File: config.mk
export PLATFORM = sky130hd
export DESIGN_NAME = lvdseq_top
export DESIGN_NICKNAME = d
export VERILOG_FILES = /design/src/lvdseq_pkg.sv /design/src/lvdseq_top.sv /design/src/lvdseq_sync.sv /design/src/lvdseq_edge.sv
export SDC_FILE = /design/constraint.sdc
export NUM_CORES = 1
export LEC_CHECK = 0
export BUFFER_PORTS_ARGS = -buffer_cell sky130_fd_sc_hd__buf_2
export CAP_MARGIN = 20
export CORE_MARGIN = 1.5
export CORE_UTILIZATION = 35
export DETAILED_ROUTE_END_ITERATION = 6
export GPL_TIMING_DRIVEN = 0
export PLACE_DENSITY_LB_ADDON = 0.12
export SKIP_LAST_GASP = 1
export SYNTH_ARGS = -nofsm -noshare
export SYNTH_HDL_FRONTEND = slang
export SYNTH_SLANG_ARGS = --single-unit
File: constraint.sdc
create_clock -name clk -period 2 [get_ports clk]
set_input_delay 0.4 -clock clk [delete_from_list [all_inputs] [get_ports clk]]
set_output_delay 0.4 -clock clk [all_outputs]
set_load 0.05 [all_outputs]
File: src/lvdseq_pkg.sv
// Purpose: Constants and types for the low-voltage reset/interrupt sequencer
// Assumes: 8-bit register port with a 3-bit word address
// Notes: Mode codes equal the option strap pair {sel_hi, sel_lo}

package lvdseq_pkg;

    // ****************************************************************
    // Register port geometry and offsets
    // ****************************************************************
    localparam int ADDR_W = 3;
    localparam int DATA_W = 8;

    localparam logic [2:0] OFS_DETECT = 3'h0;
    localparam logic [2:0] OFS_LEVEL = 3'h1;
    localparam logic [2:0] OFS_CAUSE = 3'h2;
    localparam logic [2:0] OFS_IRQ_STAT = 3'h3;
    localparam logic [2:0] OFS_IRQ_MASK = 3'h4;

    // ****************************************************************
    // Field positions
    // ****************************************************************
    localparam int B_REWRITE = 7;
    localparam int B_OUT_MASK = 6;
    localparam int B_CMP = 0;
    localparam int B_MODE_FLAG = 7;
    localparam int B_LEVEL_FLAG = 0;
    localparam int B_CAUSE = 0;
    localparam int B_IRQ = 0;

    // ****************************************************************
    // Reset values
    // ****************************************************************
    localparam logic [7:0] LVL_INIT_RST = 8'h81;
    localparam logic [7:0] LVL_INIT_INT = 8'h01;
    localparam logic [7:0] LVL_INIT_BOTH = 8'h00;
    localparam logic [7:0] LVL_INIT_OFF = 8'h00;
    localparam logic [7:0] RD_ZERO = 8'h00;

    // ****************************************************************
    // Synchroniser lanes
    // ****************************************************************
    localparam int SYNC_W = 4;
    localparam int SI_DET = 0;
    localparam int SI_HIGH = 1;
    localparam int SI_LOW = 2;
    localparam int SI_POR = 3;

    // ****************************************************************
    // Types
    // ****************************************************************
    typedef enum logic [1:0] {
        MODE_OFF = 2'h0,
        MODE_INT = 2'h1,
        MODE_BOTH = 2'h2,
        MODE_RST = 2'h3
    } lvdseq_mode_t;

    typedef enum logic [1:0] {
        ST_HOLD = 2'h0,
        ST_RUN = 2'h1,
        ST_SAVE = 2'h3
    } lvdseq_state_t;

endpackage

File: src/lvdseq_top.sv
// Purpose: Low-voltage detector reset and interrupt sequencer
// Assumes: Comparator levels high while supply is above each threshold
// Notes: Mode straps are caught once after rstn release
//
// Decided for this implementation: strobed register access and the register addresses.

`timescale 1ns/10ps

module lvdseq_top
    import lvdseq_pkg::*;
(
    input wire logic clk,
    input wire logic rstn,
    input wire logic detector_mode_sel_hi,
    input wire logic detector_mode_sel_lo,
    input wire logic cmp_above_det,
    input wire logic cmp_above_high,
    input wire logic cmp_above_low,
    input wire logic por_req,
    input wire logic [ADDR_W-1:0] addr,
    input wire logic [DATA_W-1:0] wdata,
    input wire logic wr_stb,
    input wire logic rd_stb,
    output logic [DATA_W-1:0] rdata,
    output logic lowvolt_reset,
    output logic internal_reset,
    output logic lowvolt_irq
);

    // ****************************************************************
    // Functions
    // ****************************************************************
    function automatic logic release_ok(input lvdseq_mode_t m,
                                        input logic det,
                                        input logic high);
        logic ok;
        ok = 1'b1;
        case (m)
            MODE_RST: ok = det;
            MODE_INT: ok = det;
            MODE_BOTH: ok = high;
            default: ok = 1'b1;
        endcase
        return ok;
    endfunction

    function automatic logic [7:0] level_init(input lvdseq_mode_t m);
        logic [7:0] v;
        v = LVL_INIT_OFF;
        case (m)
            MODE_RST: v = LVL_INIT_RST;
            MODE_INT: v = LVL_INIT_INT;
            MODE_BOTH: v = LVL_INIT_BOTH;
            default: v = LVL_INIT_OFF;
        endcase
        return v;
    endfunction

    // ****************************************************************
    // Input synchronisation and edges
    // ****************************************************************
    logic [SYNC_W-1:0] raw_in;
    logic [SYNC_W-1:0] sync_q;
    logic [SYNC_W-1:0] rise;
    logic [SYNC_W-1:0] fall;

    assign raw_in = {por_req, cmp_above_low, cmp_above_high, cmp_above_det};
    lvdseq_sync #(.W(SYNC_W)) u_sync
    (
        .clk(clk),
        .rstn(rstn),
        .d(raw_in),
        .q(sync_q)
    );

    lvdseq_edge #(.W(SYNC_W)) u_edge
    (
        .clk(clk),
        .rstn(rstn),
        .lvl(sync_q),
        .rise(rise),
        .fall(fall)
    );

    wire above_det = sync_q[SI_DET];
    wire above_high = sync_q[SI_HIGH];
    wire above_low = sync_q[SI_LOW];
    wire por_on = sync_q[SI_POR];
    wire cross_det = rise[SI_DET] | fall[SI_DET];
    wire drop_high = fall[SI_HIGH];

    // ****************************************************************
    // Mode strap capture
    // ****************************************************************
    lvdseq_mode_t mode_r;
    logic cap_done_r;
    always_ff @(posedge clk or negedge rstn)
    begin
        if (!rstn)
        begin
            mode_r <= MODE_RST;
            cap_done_r <= 1'b0;
        end
        else if (!cap_done_r)
        begin
            mode_r <= lvdseq_mode_t'({detector_mode_sel_hi,
                                       detector_mode_sel_lo});
            cap_done_r <= 1'b1;
        end
    end

    // ****************************************************************
    // Sequencer
    // ****************************************************************
    lvdseq_state_t state_r;
    lvdseq_state_t state_nxt;
    logic rewrite_en_r;
    logic mode_flag_r;
    logic level_flag_r;
    logic irq_set;

    wire gen_ok = ~rewrite_en_r;
    always_comb
    begin
        state_nxt = state_r;
        irq_set = 1'b0;
        case (state_r)
            ST_HOLD:
            begin
                if (cap_done_r && release_ok(mode_r, above_det, above_high))
                    state_nxt = ST_RUN;
            end
            ST_RUN:
            begin
                case (mode_r)
                    MODE_RST:
                    begin
                        if (!above_det && gen_ok)
                            state_nxt = ST_HOLD;
                    end
                    MODE_INT:
                    begin
                        if (cross_det && gen_ok)
                            irq_set = 1'b1;
                    end
                    MODE_BOTH:
                    begin
                        if (mode_flag_r && !above_high && gen_ok)
                            state_nxt = ST_HOLD;
                        else if (!above_low && gen_ok)
                            state_nxt = ST_HOLD;
                        else if (drop_high && gen_ok)
                        begin
                            irq_set = 1'b1;
                            state_nxt = ST_SAVE;
                        end
                    end
                    default: state_nxt = ST_RUN;
                endcase
            end
            ST_SAVE:
            begin
                if (gen_ok && (!above_low || (mode_flag_r && !above_high)))
                    state_nxt = ST_HOLD;
            end
            default: state_nxt = ST_HOLD;
        endcase
        // any power-on reset restarts the hold
        if (por_on)
            state_nxt = ST_HOLD;
    end

    always_ff @(posedge clk or negedge rstn)
    begin
        if (!rstn)
            state_r <= ST_HOLD;
        else
            state_r <= state_nxt;
    end

    // ****************************************************************
    // Reset outputs
    // ****************************************************************
    logic lowvolt_reset_r;
    logic internal_reset_r;
    wire lvd_hold_nxt = (state_nxt == ST_HOLD) && (mode_r != MODE_OFF);
    always_ff @(posedge clk or negedge rstn)
    begin
        if (!rstn)
        begin
            lowvolt_reset_r <= 1'b1;
            internal_reset_r <= 1'b1;
        end
        else
        begin
            lowvolt_reset_r <= lvd_hold_nxt & ~por_on;
            internal_reset_r <= lvd_hold_nxt | por_on;
        end
    end

    assign lowvolt_reset = lowvolt_reset_r;
    assign internal_reset = internal_reset_r;

    // ****************************************************************
    // Register decode
    // ****************************************************************
    wire sys_rst = internal_reset_r;
    wire wr_detect = wr_stb && (addr == OFS_DETECT);
    wire wr_level = wr_stb && (addr == OFS_LEVEL);
    wire wr_cause = wr_stb && (addr == OFS_CAUSE);
    wire wr_istat = wr_stb && (addr == OFS_IRQ_STAT);
    wire wr_imask = wr_stb && (addr == OFS_IRQ_MASK);
    wire [7:0] lvl_init = level_init(mode_r);
    wire cause_set = (state_r != ST_HOLD) && (state_nxt == ST_HOLD)
                     && !por_on;

    // ****************************************************************
    // Control and level select registers
    // ****************************************************************
    logic mask_r;
    logic irq_flag_r;
    logic cause_r;

    always_ff @(posedge clk or negedge rstn)
    begin
        if (!rstn)
        begin
            rewrite_en_r <= 1'b0;
            mode_flag_r <= 1'b0;
            level_flag_r <= 1'b0;
            mask_r <= 1'b1;
        end
        else if (sys_rst)
        begin
            rewrite_en_r <= 1'b0;
            mode_flag_r <= lvl_init[B_MODE_FLAG];
            level_flag_r <= lvl_init[B_LEVEL_FLAG];
            mask_r <= 1'b1;
        end
        else
        begin
            if (wr_detect)
                rewrite_en_r <= wdata[B_REWRITE];
            if (wr_level && rewrite_en_r)
            begin
                mode_flag_r <= wdata[B_MODE_FLAG];
                level_flag_r <= wdata[B_LEVEL_FLAG];
            end
            if (wr_imask)
                mask_r <= wdata[B_IRQ];
        end
    end

    // ****************************************************************
    // Sticky flags, set wins over clear
    // ****************************************************************
    wire irq_flag_nxt = irq_set | (irq_flag_r & ~(wr_istat & wdata[B_IRQ]));
    wire cause_nxt = cause_set | (cause_r & ~(wr_cause & wdata[B_CAUSE]));
    always_ff @(posedge clk or negedge rstn)
    begin
        if (!rstn)
            irq_flag_r <= 1'b0;
        else if (sys_rst)
            irq_flag_r <= 1'b0;
        else
            irq_flag_r <= irq_flag_nxt;
    end

    always_ff @(posedge clk or negedge rstn)
    begin
        if (!rstn)
            cause_r <= 1'b0;
        else if (por_on)
            cause_r <= 1'b0;
        else
            cause_r <= cause_nxt;
    end

    assign lowvolt_irq = irq_flag_r & ~mask_r;

    // ****************************************************************
    // Read path
    // ****************************************************************
    wire cmp_below = (mode_r == MODE_BOTH)
                     ? (level_flag_r ? ~above_low : ~above_high)
                     : ~above_det;
    wire [7:0] rd_detect = {rewrite_en_r, rewrite_en_r, 5'h00, cmp_below};
    wire [7:0] rd_level = {mode_flag_r, 6'h00, level_flag_r};
    wire [7:0] rd_cause = {7'h00, cause_r};
    wire [7:0] rd_istat = {7'h00, irq_flag_r};
    wire [7:0] rd_imask = {7'h00, mask_r};
    wire [7:0] rd_word = (addr == OFS_DETECT) ? rd_detect :
                         (addr == OFS_LEVEL) ? rd_level :
                         (addr == OFS_CAUSE) ? rd_cause :
                         (addr == OFS_IRQ_STAT) ? rd_istat :
                         (addr == OFS_IRQ_MASK) ? rd_imask : RD_ZERO;
    logic [DATA_W-1:0] rdata_r;

    always_ff @(posedge clk or negedge rstn)
    begin
        if (!rstn)
            rdata_r <= RD_ZERO;
        else
            rdata_r <= rd_stb ? rd_word : RD_ZERO;
    end

    assign rdata = rdata_r;

endmodule

File: src/lvdseq_sync.sv
// Purpose: Two-flop synchroniser for comparator and reset levels
// Assumes: Inputs are slow levels from outside the clock domain
// Notes: Stage one feeds stage two only

`timescale 1ns/10ps

module lvdseq_sync
    import lvdseq_pkg::*;
#(
    parameter int W = SYNC_W
)
(
    input wire logic clk,
    input wire logic rstn,
    input wire logic [W-1:0] d,
    output logic [W-1:0] q
);

    logic [W-1:0] meta_r;

    // ****************************************************************
    // Per-lane double flop
    // ****************************************************************
    genvar i;
    generate
        for (i = 0; i < W; i++)
        begin : g_lane
            always_ff @(posedge clk or negedge rstn)
            begin
                if (!rstn)
                begin
                    meta_r[i] <= 1'b0;
                    q[i] <= 1'b0;
                end
                else
                begin
                    meta_r[i] <= d[i];
                    q[i] <= meta_r[i];
                end
            end
        end
    endgenerate

endmodule

File: src/lvdseq_edge.sv
// Purpose: Rise and fall pulse detection on synchronised levels
// Assumes: Inputs already in the clk domain
// Notes: Pulses last one cycle

`timescale 1ns/10ps

module lvdseq_edge
    import lvdseq_pkg::*;
#(
    parameter int W = SYNC_W
)
(
    input wire logic clk,
    input wire logic rstn,
    input wire logic [W-1:0] lvl,
    output logic [W-1:0] rise,
    output logic [W-1:0] fall
);

    logic [W-1:0] prev_r;

    // ****************************************************************
    // Edge compare per lane
    // ****************************************************************
    genvar i;
    generate
        for (i = 0; i < W; i++)
        begin : g_edge
            always_ff @(posedge clk or negedge rstn)
            begin
                if (!rstn)
                    prev_r[i] <= 1'b0;
                else
                    prev_r[i] <= lvl[i];
            end
            assign rise[i] = lvl[i] & ~prev_r[i];
            assign fall[i] = ~lvl[i] & prev_r[i];
        end
    endgenerate

endmodule

== Word-level counts from Yosys, hierarchy flattened ==
Cells that the tools add are included.
Storage, ports and cells
  flip-flop bits (word level): 31
  bits of input ports: 21
  output and inout port bits: 11
  word-level logic and storage cells: 120
Operators by class
  eq/ne operators: 9
  muxes and demuxes: 36
  bitwise operators: 22
  reduce and logical (&&, ||, !) cells: 31
Operators with widths (number)
  8-bit two-way mux: 3
  1-bit two-way mux: 21
  1-bit logical AND: 17
  8-bit case mux with 2 select lines: 1
  2-bit two-way mux: 7
  2-bit case mux with 3 select lines: 2
  2-bit nonzero test: 5
  1-bit AND: 9
  1-bit inverter: 9
  2-bit equality test (second input constant): 3
  3-bit by 2-bit equality test with 1-bit output (second input constant): 2
  2-bit by 1-bit equality test with 1-bit output (second input constant): 2
  1-bit zero test: 4
  2-bit zero test: 2
  1-bit bitwise OR: 4
  1-bit case mux with 2 select lines: 2
  3-bit by 1-bit equality test with 1-bit output (second input constant): 1
  3-bit equality test (second input constant): 1
  3-bit zero test: 1
  2-bit OR reduction: 1
  1-bit logical OR: 1

== Depth between registers and ports, before layout ==
Gate-level depths: netlist of run 1.
  depth after elaboration: 14
  gate-level depth with buffers: 6
  depth with buffers taken out: 6

== Cells and area by module ==
A second synthesis of run 1 with hierarchy kept.
Unflattened totals
  cell total of the unflattened synthesis: 118
  area, all modules: 1308.8 um2
By module, submodules not included
  lvdseq_top: instances 1, cells an instance 98, area an instance 958.4 um2, sequential area each 406.6 um2
  lvdseq_sync: instances 1, cells an instance 8, area an instance 200.2 um2, sequential area each 200.2 um2
  lvdseq_edge: instances 1, cells an instance 12, area an instance 150.1 um2, sequential area each 100.1 um2

== Least setup slack after synthesis of run 1 ==
No wires, ideal clock.
  path type: flip-flop to flip-flop
  start point: register mode_r[1]
  end point: register state_r[0]
  library setup time: 68 ps
  data arrival time: 1449 ps
  required time: 1932 ps
  slack: 483 ps
  cell stages (with the launch flop): 6
  path buffers: 0
  clock period less this slack: 1517 ps
  cell sequence: dfstp_2 -> ha_1 -> a21oi_1 -> a2111o_1 -> o211ai_2 -> nor2b_4
On the way
  cells in the longest elaborated chain, start to end: 8
  elaborated cells between the ends (all ways): 11
  those cells by class: eq/ne: 3; mux: 6; reduce/logical: 2
RTL lines
  start: declaration: RTL line lvdseq_top.sv:95  | lvdseq_mode_t mode_r;
  start signal: assignment: RTL line lvdseq_top.sv:106  | mode_r <= lvdseq_mode_t'({detector_mode_sel_hi,
  2-bit by 1-bit equality test with 1-bit output / 2-bit equality test (equally long branches): RTL line lvdseq_top.sv:38, lvdseq_top.sv:135
  2-bit OR reduction (no source line)
  1-bit case mux with 2 select lines: RTL line lvdseq_top.sv:38  | case (m)
  1-bit two-way mux: RTL line lvdseq_top.sv:127  | case (state_r)
  1-bit logical AND: RTL line lvdseq_top.sv:130  | if (cap_done_r && release_ok(mode_r, above_det, above_high))
  2-bit two-way mux: RTL line lvdseq_top.sv:130
  2-bit case mux with 3 select lines (*): RTL line lvdseq_top.sv:127
  2-bit two-way mux (*): RTL line lvdseq_top.sv:169  | if (por_on)
  net state_nxt[0]: RTL line lvdseq_top.sv:116  | lvdseq_state_t state_nxt;
  end signal: assignment: RTL line lvdseq_top.sv:178  | state_r <= state_nxt;
  end: declaration: RTL line lvdseq_top.sv:115  | lvdseq_state_t state_r;
The timed path passes the listed nets; every way through them passes the cells marked *. The select of a mux whose other input is x is not followed.
A chain may end at the register's enable or synchronous reset.

== Worst setup path after layout of run 1 ==
  start point: register mode_r[0]
  end point: register state_r[0]
Same word-level chain as after synthesis.

==> metrics.csv, run 1 <==
metric;value;unit
status;finished, final reports clean;
detail-route-antenna-nets;0;
skew;9.44;ps
final_util;0.429;
cp.arrival;1900;ps
syn-cell-area;1210;um^2
clkSlewWorstSetupHoldPaths;140;ps
cts_hold_buf;0;
fin_crit;1680;ps
m1WireLength;965;um
syn_inst;107;
rsz0062_at_grt;no;
regToRegStartpoint;mode_r[0]$_DFFE_PN1N_;
htree_levels;1;
grt_pass1_wl;3.48;mm
grt_usage;0.128;
hold_violations;0;
ys_seq_area_frac;0.542;
irDropWorstVdd;0.000348;V
io_buffers;19;
worstPathMaxFanout;5;
setup_ws;316;ps
die_area;3830;um^2
die_x;61.9;um
core;3340;um^2
cts_buffer_depth;2;
cts_tree;yes;
row_count;21;
place_congestion;0.771;
startpoint;mode_r[0]$_DFFE_PN1N_;
antenna_cells;0;
p_leak;0.000668;uW
drive_above_1_share;0.284;
drc;0;
wl_met2;896;um
min-delay-path-class;input pin to async pin;
r2r_end;state_r[0]$_DFF_PN0_;
die_h;61.9;um
worst_pin_slew;561;ps
area_growth;18.2;%
avgSynthCellArea;11.3;um^2
routed_wl;2.03;mm
post-cts-setup-buffers;0;
cellPowerDensity;797;nW/um^2
globalRouteOverflowTotal;0;
max_freq;0.594;GHz
cap_violations;0;
post_drt_wl_per_cell;11.3;um
ys_warn_count;0;
top_layer;met4;
vias_per_cell;4.58;
required;2220;ps
hpwl;1.55;mm
nets;161;
numCtsBuffers;3;
n_fill_cell;335;
tns;0;ps
reg2reg_slack;320;ps
wl_met3;115;um
io_pins;32;
place_ws;356;ps
grt_max_degree;27;
grt_antenna_before_repair;0;
grt_pass1_vias;786;
worstSetupPathType;flip-flop to flip-flop;
fin_crit_sh;0.842;
slew_headroom;0.626;
setup_viol;0;
cts_resized;0;
rr_worst_depth;5;
routed-via-count;824;
drt_iter0_markers;31;
ys_types;31;
clock-sinks;26;
drv_slew;0;
cp-end-kind;flip-flop;
insertion_delay;320;ps
synth-seq-cells;26;
start_util;0.363;
startpoint_type;flip-flop;
firstDrtPassIters;3;
root_buffer;clkbuf_4;
worst max-delay path by stage:
stage / to / slack, ps / cells after the start
finish: state_r[0]$_DFF_PN0_ / 320 / 5
global route: cause_r$_DFF_PN0_ / 170 / 5
CTS: state_r[0]$_DFF_PN0_ / 310 / 5
detailed placement: state_r[0]$_DFF_PN0_ / 360 / 5
global placement: state_r[0]$_DFF_PN0_ / 360 / 5
floorplan: state_r[0]$_DFF_PN0_ / 480 / 5
final cells by class:
| class | instances | area [um^2] | area share |
|---|---|---|---|
| Buffer | 6 | 42.5 | 0.0297 |
| Clock buffer | 3 | 22.5 | 0.0157 |
| Clock inverter | 1 | 30.0 | 0.0210 |
| Inverter | 4 | 15.0 | 0.0105 |
| Multi-Input combinational cell | 75 | 513 | 0.358 |
| Sequential cell | 26 | 657 | 0.459 |
| Tap cell | 46 | 57.6 | 0.0402 |
| Timing Repair Buffer | 19 | 95.1 | 0.0664 |
synth_stat cells, drive strengths merged:
cell     number  share of area
dfrtp        21           0.43
o21ai         8          0.033
nor2          7          0.022
a21oi         6          0.025
buf           6          0.035
mux2i         6          0.050
dfstp         5           0.11
ha            5          0.052
nor3b         5          0.031
inv           4          0.012
nand2         4          0.012
nand2b        4          0.021
nor3          4          0.017
nor2b         3          0.022
o211ai        3          0.023
conb          2         0.0062
mux2          2          0.019
o31ai         2          0.012
a2111o        1         0.0093
a2bb2oi       1         0.0072
a31oi         1         0.0052
and2b         1         0.0062
nand3b        1         0.0062
nand4         1         0.0052
nand4bb       1         0.0093
o21a          1         0.0062
o21bai        1         0.0062
xnor2         1         0.0072
kinds of logic after synthesis:
kind of cell / synth area share
mux: 0.0681
buf+inv: 0.0475
simple gates: 0.151
compound gates: 0.127
fa+ha+maj: 0.0516
xor+xnor: 0.00723
flops: 0.542
other cells: 0.00619
metrics by stage:
step / cell area (um^2) / total power [uW] / std cells / hold slack (ps)
after CTS: 1430 / 1160 / 180 / 46.9
after floorplan: 1230 / 743 / 111 / 104
after detailed placement: 1380 / 801 / 176 / 336
after global placement: 1380 / 798 / 176 / 333
final: 1430 / 1140 / 180 / 42.4
after global routing: 1430 / 1210 / 180 / 51.1
where the power goes:
| part | leakage, uW | switching (uW) | total, uW | internal, uW |
|---|---|---|---|---|
| combinational | 0.000324 | 117 | 190 | 73.4 |
| sequential | 0.000316 | 31.6 | 599 | 568 |
| clock | 0.0000279 | 149 | 352 | 203 |
| total | 0.000668 | 298 | 1140 | 844 |
cells in the final DEF (no fill, tap or decap), drive strengths merged:
cell type | Yosys | layout
o21ai | 8 | 8
nand3b | 1 | 1
dfstp | 5 | 5
mux2i | 6 | 6
ha | 5 | 5
buf | 6 | 25
a31oi | 1 | 1
o21a | 1 | 1
a2bb2oi | 1 | 1
mux2 | 2 | 2
nor2b | 3 | 3
inv | 4 | 4
a21oi | 6 | 6
o211ai | 3 | 3
nand4 | 1 | 1
and2b | 1 | 1
conb | 2 | 6
nor3 | 4 | 4
nand2b | 4 | 4
o21bai | 1 | 1
nor3b | 5 | 5
o31ai | 2 | 2
nor2 | 7 | 7
xnor2 | 1 | 1
nand4bb | 1 | 1
clkbuf | 0 | 3
nand2 | 4 | 4
a2111o | 1 | 1
dfrtp | 21 | 21
bufinv | 0 | 1
routing by layer:
layer | vias to the layer above | track usage
li1 | 416 | -
met4 | 0 | 0.0912
met5 | - | 0
met1 | 378 | 0.154
met2 | 26 | 0.209
met3 | 4 | 0.0186
sequential cells by signal, indices dropped and copies added, names as in the netlist:
register	count
internal_reset	1
rdata	3
cause_r	1
u_sync.q	4
level_flag_r	1
mode_r	2
cap_done_r	1
mode_flag_r	1
irq_flag_r	1
u_sync.meta_r	4
u_edge.prev_r	2
lowvolt_reset	1
state_r	2
mask_r	1
rewrite_en_r	1
worst max-delay path, cell delays in order, from the launching register on:
cell and delay, ps:
dfstp_2 590, inv_1 80, ha_1 270, o31ai_1 330
o211ai_2 160, nor2b_4 150
Power figures use the tool's default switching activity.
==> run 2, diff against run 1 <==
clock period = 1.75 ns   (was 2 ns; I/O delays follow)
==> run 2 against run 1 <==
  * Maximum frequency up 3.0%
  * Worst hold slack better by 71 ps
  * Clock power up 15%
  * Sequential power up 14%
  * Critical path depth unchanged
  * Die area unchanged
  * Highest routed layer unchanged
==> metrics.csv, run 2 (same netlist as run 1, synthesis figures left out) <==
metric;value;unit
status;finished, final reports clean;
cp_cell_sequence;inv_1 -> ha_1 -> o31ai_2 -> o211ai_2 -> nor2b_4;
min-delay-path-class;input pin to flip-flop;
die_area;3830;um^2
nets;162;
grt_pass1_vias;798;
cellPowerDensity;902;nW/um^2
skew;12.0;ps
mostFrequentLayoutCells;dfrtp_1 (21), buf_2 (20), o21ai_0 (7), nor2_1 (7);
crit_cells;5;
fin_cells;181;
wl_met3;106;um
clkSlewWorstSetupHoldPaths;140;ps
drc;0;
row_count;21;
cp.arrival;1850;ps
place_inst;176;
htree_levels;1;
die_h;61.9;um
worst_pin_slew;565;ps
required;1970;ps
drive_above_1_share;0.311;
cpPeakStageDelay;590;ps
max_freq;0.612;GHz
cp-end-kind;flip-flop;
post_drt_wl_per_cell;11.7;um
fin_crit;1630;ps
tns;0;ps
grt_max_degree;27;
start_util;0.363;
worstSetupPathType;flip-flop to flip-flop;
grt_usage;0.129;
cts_buffer_depth;2;
slew_headroom;0.623;
m1WireLength;999;um
reg2reg_slack;120;ps
vias_per_cell;4.61;
crit_buf_inv;1;
io_pins;32;
fin_crit_sh;0.934;
cts_tree;yes;
antenna_cells;0;
root_buffer;clkbuf_4;
crit_path_top_delay_cell;dfstp_2;
drv_slew;0;
hpwl;1.55;mm
layout_commonest_cell;dfrtp_1;
die_x;61.9;um
area_growth;20.2;%
numCtsBuffers;3;
rr_worst_depth;5;
routed_wl;2.11;mm
path_delay_family;flip-flops;
core;3340;um^2
irDropWorstVdd;0.000400;V
routed-via-count;834;
clock-sinks;26;
insertion_delay;330;ps
wl_met2;939;um
place_congestion;0.771;
grt_antenna_before_repair;0;
drt_iter0_markers;39;
worstPathMaxFanout;5;
grt_pass1_wl;3.51;mm
cap_violations;0;
io_buffers;19;
setup_viol;0;
top_layer;met4;
p_leak;0.000668;uW
hold_path_depth;1;
firstDrtPassIters;2;
globalRouteOverflowTotal;0;
hold_violations;0;
startpoint_type;flip-flop;
detail-route-antenna-nets;0;
rsz0062_at_grt;no;
==> run 2: area by class of cell <==
class,count,area (um^2)
Multi-Input combinational cell,75,528
Buffer,6,42.5
Clock buffer,3,22.5
Tap cell,46,57.6
Clock inverter,1,30.0
Timing Repair Buffer,20,105
Inverter,4,15.0
Fill cell,332,1880
Sequential cell,26,657
==> run 2: worst paths after layout <==
path                                            start                    endpoint
setup / recovery                mode_r[0]$_DFFE_PN1N_        state_r[0]$_DFF_PN0_
hold / removal                          cmp_above_det  u_sync.meta_r[0]$_DFF_PN0_
setup reg to reg                mode_r[0]$_DFFE_PN1N_        state_r[0]$_DFF_PN0_
hold reg to reg            u_sync.meta_r[3]$_DFF_PN0_       u_sync.q[3]$_DFF_PN0_
max in group asynchronous                        rstn    internal_reset$_DFF_PN1_
min in group asynchronous                        rstn          rdata[7]$_DFF_PN0_
==> run 2: metrics by stage <==
step	setup WS, ps	hold slack [ps]	total power [uW]	utilization	area [um^2]
4_1_cts	60.8	96.5	1330	0.432	1440
3_5_place_dp	106	336	915	0.414	1380
5_1_grt	38.9	80.8	1390	0.437	1460
3_3_place_gp	114	333	912	0.414	1380
6_report	115	113	1310	0.437	1460
2_1_floorplan	233	54.4	849	-	1230
==> run 2: layer usage <==
| metal | global-route usage | up-vias |
|---|---|---|
| met1 | 0.154 | 385 |
| met3 | 0.0186 | 5 |
| met5 | 0 | - |
| li1 | - | 417 |
| met4 | 0.0912 | 0 |
| met2 | 0.212 | 27 |
==> run 2: timing repair <==
action	4_1_cts	5_1_grt
setup buffers	0	0
setup endpoints to repair	0	5
hold endpoints to repair	14	0
hold buffers	1	0
resized for setup	0	5
==> run 2: power by group <==
group	internal, uW	total (uW)	switching (uW)
sequential	649	685	36.8
clock	232	405	173
combinational	87.6	224	137
==> run 3, diff against run 2 <==
BUFFER_PORTS_ARGS = unset   (was -buffer_cell sky130_fd_sc_hd__buf_2)
DONT_BUFFER_PORTS = 1   (was unset)
==> run 3 against run 2 <==
  * Design area down 5.3%
  * Sequential power increased by 4.4%
  * Worst hold slack got worse by 76 ps
  * Highest routed layer unchanged
==> metrics.csv, run 3 (same netlist as run 1, synthesis figures left out) <==
metric;value;unit
place_inst;157;
io_buffers;0;
worst_pin_slew;548;ps
grt_pass1_vias;742;
cellPowerDensity;943;nW/um^2
fin_crit;1660;ps
drc;0;
clock_power_share;0.317;
min-delay-path-class;input pin to flip-flop;
use_met2;0.200;
htree_levels;1;
rr_worst_depth;5;
globalRouteOverflowTotal;0;
cts_tree;yes;
setup_viol;0;
fin_cells;163;
routed-via-count;776;
whs_endpoint;u_sync.meta_r[2]$_DFF_PN0_;
clock-sinks;26;
worstSetupPathType;flip-flop to flip-flop;
drt_iter0_markers;19;
mostFrequentLayoutCells;dfrtp_1 (21), o21ai_0 (8), nor2_1 (7);
die_area;3830;um^2
irDropWorstVdd;0.000485;V
post_drt_wl_per_cell;12.5;um
gr-usage-met3;0.0435;
insertion_delay;320;ps
row_count;21;
numCtsBuffers;3;
max_freq;0.601;GHz
antenna_cells;0;
cts_buffer_depth;2;
worstPathMaxFanout;5;
detail-route-antenna-nets;0;
routed_wl;2.04;mm
area_growth;13.8;%
tns;0;ps
grt_util_met1;0.145;
hold_violations;0;
cap_violations;0;
drive_above_1_share;0.197;
status;finished, final reports clean;
place_congestion;0.782;
drv_slew;0;
grt_antenna_before_repair;0;
hold_path_depth;0;
seqPwrFrac;0.550;
cp-end-kind;flip-flop;
regToRegStartpoint;mode_r[1]$_DFFE_PN1N_;
hold_ws;36.4;ps
slew_headroom;0.633;
grt_busiest_layer;met2;
worstHoldStart;cmp_above_low;
firstDrtPassIters;4;
hpwl;1.51;mm
reg2reg_slack;90;ps
grt_pass1_wl;3.28;mm
core;3340;um^2
switching_share;0.265;
post-cts-setup-buffers;0;
p_switching;344;uW
nets;144;
required;2020;ps
grt_max_degree;27;
die_x;61.9;um
skew;5.27;ps
p_comb_frac;0.133;
root_buffer;clkbuf_4;
p_int;957;uW
start_util;0.363;
layout_commonest_cell;dfrtp_1;
p_leak;0.000600;uW
r2r_end;state_r[0]$_DFF_PN0_;
clkSlewWorstSetupHoldPaths;140;ps
fin_crit_sh;0.950;
grt_usage;0.118;
die_h;61.9;um
cp.arrival;1930;ps
vias_per_cell;4.76;
rsz0062_at_grt;yes;
io_pins;32;
startpoint_type;flip-flop;
[run 3: area by class of cell]
type	instances	area, um^2
clock inverter	1	30.0
inverter	4	15.0
tap	46	57.6
multi-input combinational	75	526
sequential	26	657
timing repair buffer	2	30.0
clock buffer	3	22.5
buffer	6	42.5
fill	339	1960
[run 3: timing repair]
action / 4_1_cts / 5_1_grt
hold buffers: 2 / 0
hold endpoints to repair: 26 / 0
setup endpoints to repair: 1 / 5
resized for setup: 1 / 2
[run 3: per-stage QoR]
| step | utilization | setup slack [ps] | instance area, um^2 | total power [uW] |
|---|---|---|---|---|
| 2_1_floorplan | - | 233 | 1230 | 849 |
| 3_3_place_gp | 0.385 | 110 | 1280 | 878 |
| 3_5_place_dp | 0.385 | 98.9 | 1280 | 879 |
| 4_1_cts | 0.411 | 67.4 | 1370 | 1310 |
| 5_1_grt | 0.414 | -17.3 | 1380 | 1360 |
| 6_report | 0.414 | 86.9 | 1380 | 1300 |
[run 3: critical path, stage by stage (launching register included)]
cell,delay (ps)
dfstp_2,580
ha_1,250
a21oi_1,100
a2111o_1,420
o211ai_2,100
nor2b_4,160
[run 3: worst max-delay path by stage]
stage	start	end	slack [ps]	depth (start not counted)
floorplan	mode_r[1]$_DFFE_PN1N_	state_r[0]$_DFF_PN0_	230	5
global placement	mode_r[1]$_DFFE_PN1N_	state_r[0]$_DFF_PN0_	110	5
detailed placement	mode_r[1]$_DFFE_PN1N_	state_r[1]$_DFF_PN0_	100	5
CTS	mode_r[1]$_DFFE_PN1N_	state_r[1]$_DFF_PN0_	70	5
global route	mode_r[1]$_DFFE_PN1N_	state_r[0]$_DFF_PN0_	-20	5
finish	mode_r[1]$_DFFE_PN1N_	state_r[0]$_DFF_PN0_	90	5
[run 3: power by group through the flow]
stage | registers (uW) | clock network (uW) | logic (uW)
final | 715 | 413 | 173
after global placement | 727 | 0 | 151
after CTS | 717 | 424 | 171
after detailed placement | 728 | 0 | 151
after global routing | 724 | 446 | 194
after floorplan | 716 | 0 | 133
[run 3: layer usage]
metal,vias up,part of all wire
met5,-,0
met4,0,0.012
met3,2,0.076
met2,27,0.44
met1,363,0.47
li1,384,-
